**config.mk**
```make
export PLATFORM = sky130hd
export DESIGN_NAME = icmdc_top
export DESIGN_NICKNAME = d
export VERILOG_FILES = /design/src/icmdc_pkg.sv /design/src/icmdc_sync.sv /design/src/icmdc_top.sv
export SDC_FILE = /design/constraint.sdc
export NUM_CORES = 1
export LEC_CHECK = 0
export ABC_AREA = 1
export BUFFER_PORTS_ARGS = -buffer_cell sky130_fd_sc_hd__buf_2
export CORE_ASPECT_RATIO = 1.2
export CORE_MARGIN = 2
export CORE_UTILIZATION = 48
export CTS_CLUSTER_SIZE = 40
export DETAILED_ROUTE_END_ITERATION = 7
export HOLD_SLACK_MARGIN = 0.08
export PLACE_DENSITY_LB_ADDON = 0.08
export SETUP_SLACK_MARGIN = 0.02
export SLEW_MARGIN = 20
export SYNTH_ARGS = -nofsm -noshare
export SYNTH_HDL_FRONTEND = slang
export SYNTH_HIERARCHICAL = 1
export SYNTH_SLANG_ARGS = --single-unit
```
**constraint.sdc**
```tcl
create_clock -name clk -period 2.2 [get_ports clk]
set_clock_uncertainty 0.2 [all_clocks]
set_input_delay 0.44 -clock clk [delete_from_list [all_inputs] [get_ports clk]]
set_output_delay 0.44 -clock clk [all_outputs]
set_load 0.02 [all_outputs]
```
**src/icmdc_pkg.sv**
```systemverilog
// Constants, codes and types for the channel mode and diagnosis configuration block
package icmdc_pkg;

	// ********************************************************************
	// Sizes
	// ********************************************************************
	localparam int NUM_PORTS = 8;
	localparam int NUM_CH = 16;
	localparam int PORT_DIAG_PORTS = 2;
	// Index of the first port that owns a per-port diagnosis enable (port 7)
	localparam int PORT_DIAG_FIRST = 6;

	// ********************************************************************
	// Configuration assembly byte offsets
	// ********************************************************************
	localparam logic [7:0] OFS_MODE_A_LO = 8'h00;
	localparam logic [7:0] OFS_MODE_A_HI = 8'h01;
	localparam logic [7:0] OFS_MODE_B_LO = 8'h02;
	localparam logic [7:0] OFS_MODE_B_HI = 8'h03;
	localparam logic [7:0] OFS_MST_DIAG = 8'hd0;
	localparam logic [7:0] OFS_DEV_ERR = 8'hd1;
	localparam logic [7:0] OFS_DEV_WARN = 8'hd2;
	localparam logic [7:0] OFS_DEV_NOTE = 8'hd3;
	localparam logic [7:0] OFS_PORT_DIAG_LO = 8'hda;
	localparam logic [7:0] OFS_PORT_DIAG_HI = 8'hdb;
	localparam logic [7:0] OFS_STATUS = 8'hf0;

	// ********************************************************************
	// Field codes and reset values
	// ********************************************************************
	localparam logic [1:0] CODE_A_IOL = 2'h0;
	localparam logic [1:0] CODE_A_DOUT = 2'h1;
	localparam logic [1:0] CODE_A_DIN = 2'h2;
	localparam logic [1:0] CODE_A_OFF = 2'h3;
	localparam logic [1:0] CODE_B_DIN = 2'h0;
	localparam logic [1:0] CODE_B_DOUT = 2'h1;
	localparam logic [1:0] CODE_B_AUX = 2'h2;
	localparam logic [1:0] CODE_B_OFF = 2'h3;
	localparam logic [7:0] ENA_OFF = 8'h00;
	localparam logic [7:0] ENA_ON = 8'h01;
	localparam logic [15:0] MODE_WORD_RST = 16'hffff;
	localparam logic [7:0] BYTE_RST = 8'h00;
	localparam int STAT_ACTIVE_BIT = 0;
	localparam int STAT_REJECT_BIT = 1;

	// ********************************************************************
	// Hardware capability of the variant
	// ********************************************************************
	localparam logic [NUM_PORTS-1:0] IOL_CAP_A = 8'hc0;
	localparam logic [NUM_PORTS-1:0] CLASS_B_PORTS = 8'h00;
	localparam logic [NUM_PORTS-1:0] B_DI_CAP = 8'hff;

	typedef enum logic [2:0] {
		CM_INACTIVE,
		CM_DOUT,
		CM_DIN,
		CM_IOL,
		CM_AUX
	} icmdc_mode_e;

endpackage

```
**src/icmdc_sync.sv**
```systemverilog
// Two-stage synchroniser for pin inputs
`timescale 1ns/10ps
module icmdc_sync #(
	parameter int WIDTH = 16
) (
	// Clock and reset
	input wire logic clk,
	input wire logic reset,
	// Data
	input wire logic [WIDTH-1:0] async_in,
	output logic [WIDTH-1:0] sync_out
);

	logic [WIDTH-1:0] meta_reg;

	// First stage feeds only the second stage
	always_ff @(posedge clk) begin
		if (reset) begin
			meta_reg <= '0;
			sync_out <= '0;
		end else begin
			meta_reg <= async_in;
			sync_out <= meta_reg;
		end
	end

endmodule

```
**src/icmdc_top.sv**
```systemverilog
// Channel mode decode and diagnosis gating for an eight-port I/O module
`timescale 1ns/10ps

// What this block does
// - A port whose first channel is inactive has its second channel forced inactive too.
// - A digital output channel drives from the output control word or the link output byte.
// - A digital input channel shows its pin state in the input pin state word.
// - A channel in IO-Link mode requests link start-up with an attached device.
// - IO-Link is allowed only where hardware supports it, never on a second channel.
// - The first-channel mode word packs two bits per port, port 1 lowest.
// - First-channel codes mean IO-Link, digital output, digital input, inactive.
// - The second-channel mode word packs two bits per port, port 1 lowest.
// - Second-channel codes mean digital input, digital output, auxiliary power, inactive.
// - Master diagnoses are reported only while the master diagnosis enable is set.
// - Device errors are reported only while the device error enable is set.
// - Device warnings are reported only while the device warning enable is set.
// - Device notifications are reported only while the notification enable is set.
// - Ports 7 and 8 each have an enable that gates all their diagnoses.
// - Enabled diagnoses add detail to extended status and events when those are configured.
// - Channel 2p-1 is port p first channel and channel 2p is port p second channel.
module icmdc_top
	import icmdc_pkg::*;
(
	// Clock and reset
	input wire logic clk,
	input wire logic reset,
	// Configuration assembly write and read
	input wire logic cfg_wr,
	input wire logic [7:0] cfg_wr_addr,
	input wire logic [7:0] cfg_wr_data,
	input wire logic cfg_commit,
	input wire logic cfg_rd,
	input wire logic [7:0] cfg_rd_addr,
	output logic [7:0] cfg_rd_data,
	output logic cfg_accepted,
	output logic cfg_rejected,
	// General settings
	input wire logic do_src_iol,
	input wire logic ext_status_cfg,
	input wire logic event_cfg,
	// Cyclic output data
	input wire logic [15:0] do_ctrl_word,
	input wire logic [63:0] iol_out_byte0,
	// Physical channel pins
	input wire logic [15:0] di_pins,
	output logic [15:0] do_drive,
	// Cyclic input data
	output logic [15:0] di_state_word,
	// Decoded channel modes
	output logic [47:0] chan_mode,
	output logic [7:0] iol_start,
	output logic [7:0] aux_power_en,
	// Raw diagnosis events per port
	input wire logic [7:0] mst_diag_evt,
	input wire logic [7:0] dev_err_evt,
	input wire logic [7:0] dev_warn_evt,
	input wire logic [7:0] dev_note_evt,
	// Gated diagnosis per port
	output logic [7:0] mst_diag_rep,
	output logic [7:0] dev_err_rep,
	output logic [7:0] dev_warn_rep,
	output logic [7:0] dev_note_rep,
	output logic [7:0] ext_status_detail,
	output logic [7:0] event_detail
);

	// ********************************************************************
	// Decode helpers
	// ********************************************************************
	function automatic icmdc_mode_e decode_a(input logic [1:0] code, input logic iol_cap);
		icmdc_mode_e m;
		m = CM_INACTIVE;
		unique case (code)
			CODE_A_IOL: m = iol_cap ? CM_IOL : CM_DIN;
			CODE_A_DOUT: m = CM_DOUT;
			CODE_A_DIN: m = CM_DIN;
			CODE_A_OFF: m = CM_INACTIVE;
		endcase
		return m;
	endfunction

	function automatic icmdc_mode_e decode_b(input logic [1:0] code, input logic class_b,
			input logic di_cap);
		icmdc_mode_e m;
		m = CM_INACTIVE;
		unique case (code)
			CODE_B_DIN: m = (class_b && !di_cap) ? CM_AUX : CM_DIN;
			CODE_B_DOUT: m = CM_DOUT;
			CODE_B_AUX: m = CM_AUX;
			CODE_B_OFF: m = CM_INACTIVE;
		endcase
		return m;
	endfunction

	function automatic logic enable_ok(input logic [7:0] v);
		return (v == ENA_OFF) || (v == ENA_ON);
	endfunction

	// ********************************************************************
	// Staged configuration bytes
	// ********************************************************************
	logic [15:0] mode_a_stage_reg;
	logic [15:0] mode_b_stage_reg;
	logic [7:0] mst_diag_stage_reg;
	logic [7:0] dev_err_stage_reg;
	logic [7:0] dev_warn_stage_reg;
	logic [7:0] dev_note_stage_reg;
	logic [7:0] port_diag_stage_reg [PORT_DIAG_PORTS];

	always_ff @(posedge clk) begin
		if (reset) begin
			mode_a_stage_reg <= MODE_WORD_RST;
			mode_b_stage_reg <= MODE_WORD_RST;
			mst_diag_stage_reg <= BYTE_RST;
			dev_err_stage_reg <= BYTE_RST;
			dev_warn_stage_reg <= BYTE_RST;
			dev_note_stage_reg <= BYTE_RST;
			port_diag_stage_reg[0] <= BYTE_RST;
			port_diag_stage_reg[1] <= BYTE_RST;
		end else if (cfg_wr) begin
			unique case (cfg_wr_addr)
				OFS_MODE_A_LO: mode_a_stage_reg[7:0] <= cfg_wr_data;
				OFS_MODE_A_HI: mode_a_stage_reg[15:8] <= cfg_wr_data;
				OFS_MODE_B_LO: mode_b_stage_reg[7:0] <= cfg_wr_data;
				OFS_MODE_B_HI: mode_b_stage_reg[15:8] <= cfg_wr_data;
				OFS_MST_DIAG: mst_diag_stage_reg <= cfg_wr_data;
				OFS_DEV_ERR: dev_err_stage_reg <= cfg_wr_data;
				OFS_DEV_WARN: dev_warn_stage_reg <= cfg_wr_data;
				OFS_DEV_NOTE: dev_note_stage_reg <= cfg_wr_data;
				OFS_PORT_DIAG_LO: port_diag_stage_reg[0] <= cfg_wr_data;
				OFS_PORT_DIAG_HI: port_diag_stage_reg[1] <= cfg_wr_data;
				default: ;
			endcase
		end
	end

	// ********************************************************************
	// Validation of the staged set
	// ********************************************************************
	logic [NUM_PORTS-1:0] port_code_ok;
	logic cfg_ok;

	// Auxiliary power on a second channel needs a class B port
	generate
		for (genvar p = 0; p < NUM_PORTS; p++) begin : g_check
			assign port_code_ok[p] = (mode_b_stage_reg[2*p +: 2] != CODE_B_AUX) ||
				CLASS_B_PORTS[p];
		end
	endgenerate

	assign cfg_ok = (&port_code_ok) &&
		enable_ok(mst_diag_stage_reg) && enable_ok(dev_err_stage_reg) &&
		enable_ok(dev_warn_stage_reg) && enable_ok(dev_note_stage_reg) &&
		enable_ok(port_diag_stage_reg[0]) && enable_ok(port_diag_stage_reg[1]);

	// ********************************************************************
	// Active configuration, loaded only on an accepted commit
	// ********************************************************************
	logic [15:0] mode_a_act_reg;
	logic [15:0] mode_b_act_reg;
	logic mst_diag_en_reg;
	logic dev_err_en_reg;
	logic dev_warn_en_reg;
	logic dev_note_en_reg;
	logic [PORT_DIAG_PORTS-1:0] port_diag_en_reg;
	logic cfg_active_reg;
	logic cfg_reject_flag_reg;

	// A refused set leaves the running configuration untouched
	always_ff @(posedge clk) begin
		if (reset) begin
			mode_a_act_reg <= MODE_WORD_RST;
			mode_b_act_reg <= MODE_WORD_RST;
			mst_diag_en_reg <= 1'b0;
			dev_err_en_reg <= 1'b0;
			dev_warn_en_reg <= 1'b0;
			dev_note_en_reg <= 1'b0;
			port_diag_en_reg <= '0;
		end else if (cfg_commit && cfg_ok) begin
			mode_a_act_reg <= mode_a_stage_reg;
			mode_b_act_reg <= mode_b_stage_reg;
			mst_diag_en_reg <= mst_diag_stage_reg[0];
			dev_err_en_reg <= dev_err_stage_reg[0];
			dev_warn_en_reg <= dev_warn_stage_reg[0];
			dev_note_en_reg <= dev_note_stage_reg[0];
			port_diag_en_reg <= {port_diag_stage_reg[1][0], port_diag_stage_reg[0][0]};
		end
	end

	always_ff @(posedge clk) begin
		if (reset) begin
			cfg_active_reg <= 1'b0;
			cfg_reject_flag_reg <= 1'b0;
			cfg_accepted <= 1'b0;
			cfg_rejected <= 1'b0;
		end else begin
			cfg_accepted <= cfg_commit && cfg_ok;
			cfg_rejected <= cfg_commit && !cfg_ok;
			if (cfg_commit) begin
				cfg_active_reg <= cfg_active_reg || cfg_ok;
				cfg_reject_flag_reg <= !cfg_ok;
			end
		end
	end

	// ********************************************************************
	// Register read-back
	// ********************************************************************
	always_ff @(posedge clk) begin
		if (reset) begin
			cfg_rd_data <= BYTE_RST;
		end else if (cfg_rd) begin
			unique case (cfg_rd_addr)
				OFS_MODE_A_LO: cfg_rd_data <= mode_a_stage_reg[7:0];
				OFS_MODE_A_HI: cfg_rd_data <= mode_a_stage_reg[15:8];
				OFS_MODE_B_LO: cfg_rd_data <= mode_b_stage_reg[7:0];
				OFS_MODE_B_HI: cfg_rd_data <= mode_b_stage_reg[15:8];
				OFS_MST_DIAG: cfg_rd_data <= mst_diag_stage_reg;
				OFS_DEV_ERR: cfg_rd_data <= dev_err_stage_reg;
				OFS_DEV_WARN: cfg_rd_data <= dev_warn_stage_reg;
				OFS_DEV_NOTE: cfg_rd_data <= dev_note_stage_reg;
				OFS_PORT_DIAG_LO: cfg_rd_data <= port_diag_stage_reg[0];
				OFS_PORT_DIAG_HI: cfg_rd_data <= port_diag_stage_reg[1];
				OFS_STATUS: begin
					cfg_rd_data <= BYTE_RST;
					cfg_rd_data[STAT_ACTIVE_BIT] <= cfg_active_reg;
					cfg_rd_data[STAT_REJECT_BIT] <= cfg_reject_flag_reg;
				end
				default: cfg_rd_data <= BYTE_RST;
			endcase
		end
	end

	// ********************************************************************
	// Channel mode decode
	// ********************************************************************
	icmdc_mode_e mode_a_dec [NUM_PORTS];
	icmdc_mode_e mode_b_dec [NUM_PORTS];
	logic [15:0] di_sync;
	logic [NUM_PORTS-1:0] port_diag_gate;

	icmdc_sync #(
		.WIDTH(NUM_CH)
	) u_di_sync (
		.clk(clk),
		.reset(reset),
		.async_in(di_pins),
		.sync_out(di_sync)
	);

	generate
		for (genvar p = 0; p < NUM_PORTS; p++) begin : g_port
			assign mode_a_dec[p] = decode_a(mode_a_act_reg[2*p +: 2], IOL_CAP_A[p]);
			// Second channel never decodes to IO-Link
			assign mode_b_dec[p] = (mode_a_dec[p] == CM_INACTIVE) ? CM_INACTIVE :
				decode_b(mode_b_act_reg[2*p +: 2], CLASS_B_PORTS[p], B_DI_CAP[p]);

			if (p >= PORT_DIAG_FIRST) begin : g_pd
				assign port_diag_gate[p] = port_diag_en_reg[p-PORT_DIAG_FIRST];
			end else begin : g_npd
				assign port_diag_gate[p] = 1'b1;
			end

			// Channel 2p is the first channel, 2p+1 the second
			always_ff @(posedge clk) begin
				if (reset) begin
					chan_mode[6*p +: 3] <= CM_INACTIVE;
					chan_mode[6*p+3 +: 3] <= CM_INACTIVE;
					iol_start[p] <= 1'b0;
					aux_power_en[p] <= 1'b0;
				end else begin
					chan_mode[6*p +: 3] <= mode_a_dec[p];
					chan_mode[6*p+3 +: 3] <= mode_b_dec[p];
					iol_start[p] <= mode_a_dec[p] == CM_IOL;
					aux_power_en[p] <= mode_b_dec[p] == CM_AUX;
				end
			end

			// Output source: control word bit or link byte bit 0 (A) / bit 1 (B)
			always_ff @(posedge clk) begin
				if (reset) begin
					do_drive[2*p] <= 1'b0;
					do_drive[2*p+1] <= 1'b0;
				end else begin
					do_drive[2*p] <= (mode_a_dec[p] == CM_DOUT) &&
						(do_src_iol ? iol_out_byte0[8*p] : do_ctrl_word[2*p]);
					do_drive[2*p+1] <= (mode_b_dec[p] == CM_DOUT) &&
						(do_src_iol ? iol_out_byte0[8*p+1] : do_ctrl_word[2*p+1]);
				end
			end

			// Channels not in input mode read as zero
			always_ff @(posedge clk) begin
				if (reset) begin
					di_state_word[2*p] <= 1'b0;
					di_state_word[2*p+1] <= 1'b0;
				end else begin
					di_state_word[2*p] <= (mode_a_dec[p] == CM_DIN) && di_sync[2*p];
					di_state_word[2*p+1] <= (mode_b_dec[p] == CM_DIN) &&
						di_sync[2*p+1];
				end
			end
		end
	endgenerate

	// ********************************************************************
	// Diagnosis gating
	// ********************************************************************
	logic [7:0] diag_port_ok;
	logic [7:0] mst_diag_next;
	logic [7:0] dev_err_next;
	logic [7:0] dev_warn_next;
	logic [7:0] dev_note_next;

	// Only ports running a link can carry link diagnoses
	assign diag_port_ok = iol_start & port_diag_gate;
	assign mst_diag_next = mst_diag_evt & diag_port_ok & {8{mst_diag_en_reg}};
	assign dev_err_next = dev_err_evt & diag_port_ok & {8{dev_err_en_reg}};
	assign dev_warn_next = dev_warn_evt & diag_port_ok & {8{dev_warn_en_reg}};
	assign dev_note_next = dev_note_evt & diag_port_ok & {8{dev_note_en_reg}};

	always_ff @(posedge clk) begin
		if (reset) begin
			mst_diag_rep <= '0;
			dev_err_rep <= '0;
			dev_warn_rep <= '0;
			dev_note_rep <= '0;
		end else begin
			mst_diag_rep <= mst_diag_next;
			dev_err_rep <= dev_err_next;
			dev_warn_rep <= dev_warn_next;
			dev_note_rep <= dev_note_next;
		end
	end

	// Detail appears only in sections the assembly actually carries
	always_ff @(posedge clk) begin
		if (reset) begin
			ext_status_detail <= '0;
			event_detail <= '0;
		end else begin
			ext_status_detail <= (mst_diag_next | dev_err_next | dev_warn_next | dev_note_next) &
				{8{ext_status_cfg}};
			event_detail <= (mst_diag_next | dev_err_next | dev_warn_next | dev_note_next) &
				{8{event_cfg}};
		end
	end

endmodule

```
==> run_results.csv <==
group,metric,value,unit
placement,place_congestion,0.833,
route,drt_first_pass_iters,5,
yosys,synth_area_leader_cell,"dfxtp_1",
cells_and_area,top_register,"chan_mode",
route,num_vias,9621,
clock_network,cts_sinks,298,
global_routing,track_usage,24.5,%
route,first_iter_violations,530,
sta,rsz0062_at_grt,"false",
clock_network,h-tree-depth,1,
critical_path,max_stage_delay,400,ps
floorplanning,rows,60,
yosys,synth.most_common_cell,"dfxtp_1",
yosys,ys_ff_latch,298,
cells_and_area,diodes,0,
global_routing,grt_pass1_wl,47300,um
sta,slew_viol_final,0,
route,drc,0,
critical_path,cp-end-kind,"flop",
critical_path,slowest_stage,"edfxtp_1",
yosys,syn_area,10900,sq um
critical_path,setup.worst_path.class,"flop to flop",
yosys,synth_warnings,6,
route,wl_per_cell,15.4,um
power_and_ir_drop,vdd_drop_max,880,uV
floorplanning,die_x,142,um
power_and_ir_drop,pwr-share-clk,48.0,%
cells_and_area,largest_reg_flops,40,
sta,setup_viol,0,
sta,max_freq,0.491,GHz
sta,min_period,2040,ps
cells_and_area,area_delta_synth_final,32.1,%
power_and_ir_drop,switchingPower,0.00245,W
power_and_ir_drop,switching_share,21.0,%
power_and_ir_drop,power_density,810,nW/um^2
clock_network,cts_resized,0,
yosys,synth.distinct_cells,36,
cells_and_area,num-nets-final,1793,
sta,max_slew.worst_pin.slew,527,ps
floorplanning,ios,314,
critical_path,cp_max_fo,33,
power_and_ir_drop,power_frac_comb,4.7,%
floorplanning,initial_utilization,48.8,%
yosys,synth_cells,1289,
sta,setup_ws,163,ps
route,via_per_inst,4.97,
placement,dp_hpwl,21100,um
power_and_ir_drop,p_leak,7.33,nW
critical_path,cp_common_cell,"nand2_1",
power_and_ir_drop,internal_power,0.00922,W
yosys,synth.avg_cell_area,8.46,sq um
global_routing,grt_start_max_net_pins,73,
power_and_ir_drop,seqPwrFrac,47.3,%
yosys,synth-edff-count,16,
critical_path,cp.arrival,2310,ps
clock_network,clkLatencyLatePin,540,ps
placement,dpl_worst_slack,174,ps
sta,slew_headroom,64.9,%
clock_network,clock_path_buffers,3,
yosys,ys_seq_area_share,56.1,%
sta,fin_setup_tns,0,ps
floorplanning,core-area,22400,sq um
clock_network,numCtsBuffers,30,
job,drv_cap,0,
yosys,synth_common_cells,"282 x dfxtp_1, 249 x nand2_1, 210 x nor2_1",
global_routing,gr-total-overflow,0,
global_routing,antenna_found_initial,0,
floorplanning,die_height,169,um
yosys,synth_top_area_share,51.7,%
critical_path,worstPathRequired,2470,ps
critical_path,cp-start-kind,"flop",
route,antenna_left,0,
outcome,status,"completed",
yosys,synth_ff_type,"dfxtp_1",
clock_network,cts-root-buf,"clkbuf_16",
sta,hold_viol,0,
min_path,min_path_type,"input port to flop",
clock_network,cts_tree,"done",
yosys,synthArstFlopShare,0,%
critical_path,path_cells,"nor2_1 -> nand2_1 -> nor3_1 -> nand2_1 -> nor2_4 -> buf_4 -> nand4_1 -> nand3_1",
yosys,synth_area_leaders,"dfxtp_1 52%, nand2_1 8.6%, nor2_1 7.2%",
cells_and_area,drive_gt1_share,23.5,%
sta,timing.final.crit_share,92.6,%
route,routed_wl,29900,um
placement,port-buffer-count,257,
global_routing,first_global_vias,9245,
clock_network,cts.clk_slew.worst_paths,60,ps
floorplanning,die_area,24000,sq um
==> per-layer routing <==
metal,GRT usage [%],vias to the layer above,wire (um)
met2,44.9,288,15000
met3,3.10,49,1580
met1,30.5,4404,12700
met5,0,-,0
li1,-,4880,-
met4,6.09,0,592
==> critical path: cells and delay by family (launching register included) <==
| kind | cells | cell delay [ps] |
|---|---|---|
| AND/OR/NAND/NOR | 7 | 1030 |
| flip-flops | 1 | 400 |
| buffers and inverters | 1 | 340 |
==> path summary, 6_finish.rpt <==
path	slack, ps	to	startpoint	cells past startpoint
max	160	mode_a_act_reg[11]	port_diag_stage_reg[0][2]	8
min reg2reg	200	u_di_sync/sync_out[5]	u_di_sync/meta_reg[5]	2
min	140	di_state_word[6]	reset	3
max reg2reg	160	mode_a_act_reg[11]	port_diag_stage_reg[0][2]	8
==> area by class of cell <==
| cell class | instances | area, sq um |
|---|---|---|
| clock inverters | 15 | 210 |
| flip-flops and latches | 298 | 6130 |
| inverters | 96 | 360 |
| clock buffers | 41 | 916 |
| multi-input cells | 837 | 4030 |
| repair buffers | 370 | 2430 |
| fillers | 1969 | 7960 |
| well taps | 279 | 349 |
==> metrics by stage <==
| stage | utilization [%] | power, W | cell area (sq um) | hold slack (ps) | cells |
|---|---|---|---|---|---|
| floorplan | - | 0.00589 | 11000 | 188 | 1302 |
| global placement | 55.6 | 0.00608 | 12400 | 188 | 1794 |
| detailed placement | 55.6 | 0.00609 | 12400 | 192 | 1794 |
| CTS | 64.4 | 0.0118 | 14400 | 135 | 1936 |
| global route | 64.4 | 0.0120 | 14400 | 142 | 1936 |
| finish | 64.4 | 0.0117 | 14400 | 136 | 1936 |
==> cells in the final DEF (no fill, tap or decap), types with 7 or more instances in the layout <==
cell / n
nand3_1: 157
buf_2: 256
inv_2: 8
buf_4: 22
nand4_1: 32
nand2_1: 249
o21ai_0: 25
a211oi_1: 8
conb_1: 14
o21ai_1: 7
dfxtp_1: 282
dlygate4sd3_1: 86
nor3_1: 12
nor3b_1: 9
nor2_1: 209
a21oi_1: 37
clkinv_2: 7
o211ai_1: 21
inv_1: 83
o211ai_2: 12
edfxtp_1: 16
clkbuf_16: 33
==> power by group through the flow <==
stage	combinational, W	clock, W	sequential (W)
finish	0.000544	0.00560	0.00552
detailed placement	0.000442	0	0.00564
floorplan	0.000245	0	0.00564
CTS	0.000543	0.00569	0.00552
global placement	0.000440	0	0.00564
global route	0.000595	0.00591	0.00553
==> cells by family (layout without fill, tap and decap cells) <==
family / after synthesis / count (layout) / synth area share (%)
flip-flops: 298 / 298 / 56.1
AND/OR/NAND/NOR: 696 / 696 / 28.6
other: 1 / 14 / 0.0344
buffers and inverters: 167 / 522 / 7.42
AO/OA/AOI/OAI: 127 / 127 / 7.81
==> repair_timing <==
item	CTS	global route
hold buffers	86	0
buffers inserted	0	0
setup endpoints to repair	0	0
endpoints found under the hold margin	91	0
(Power assumes the default switching activity.)
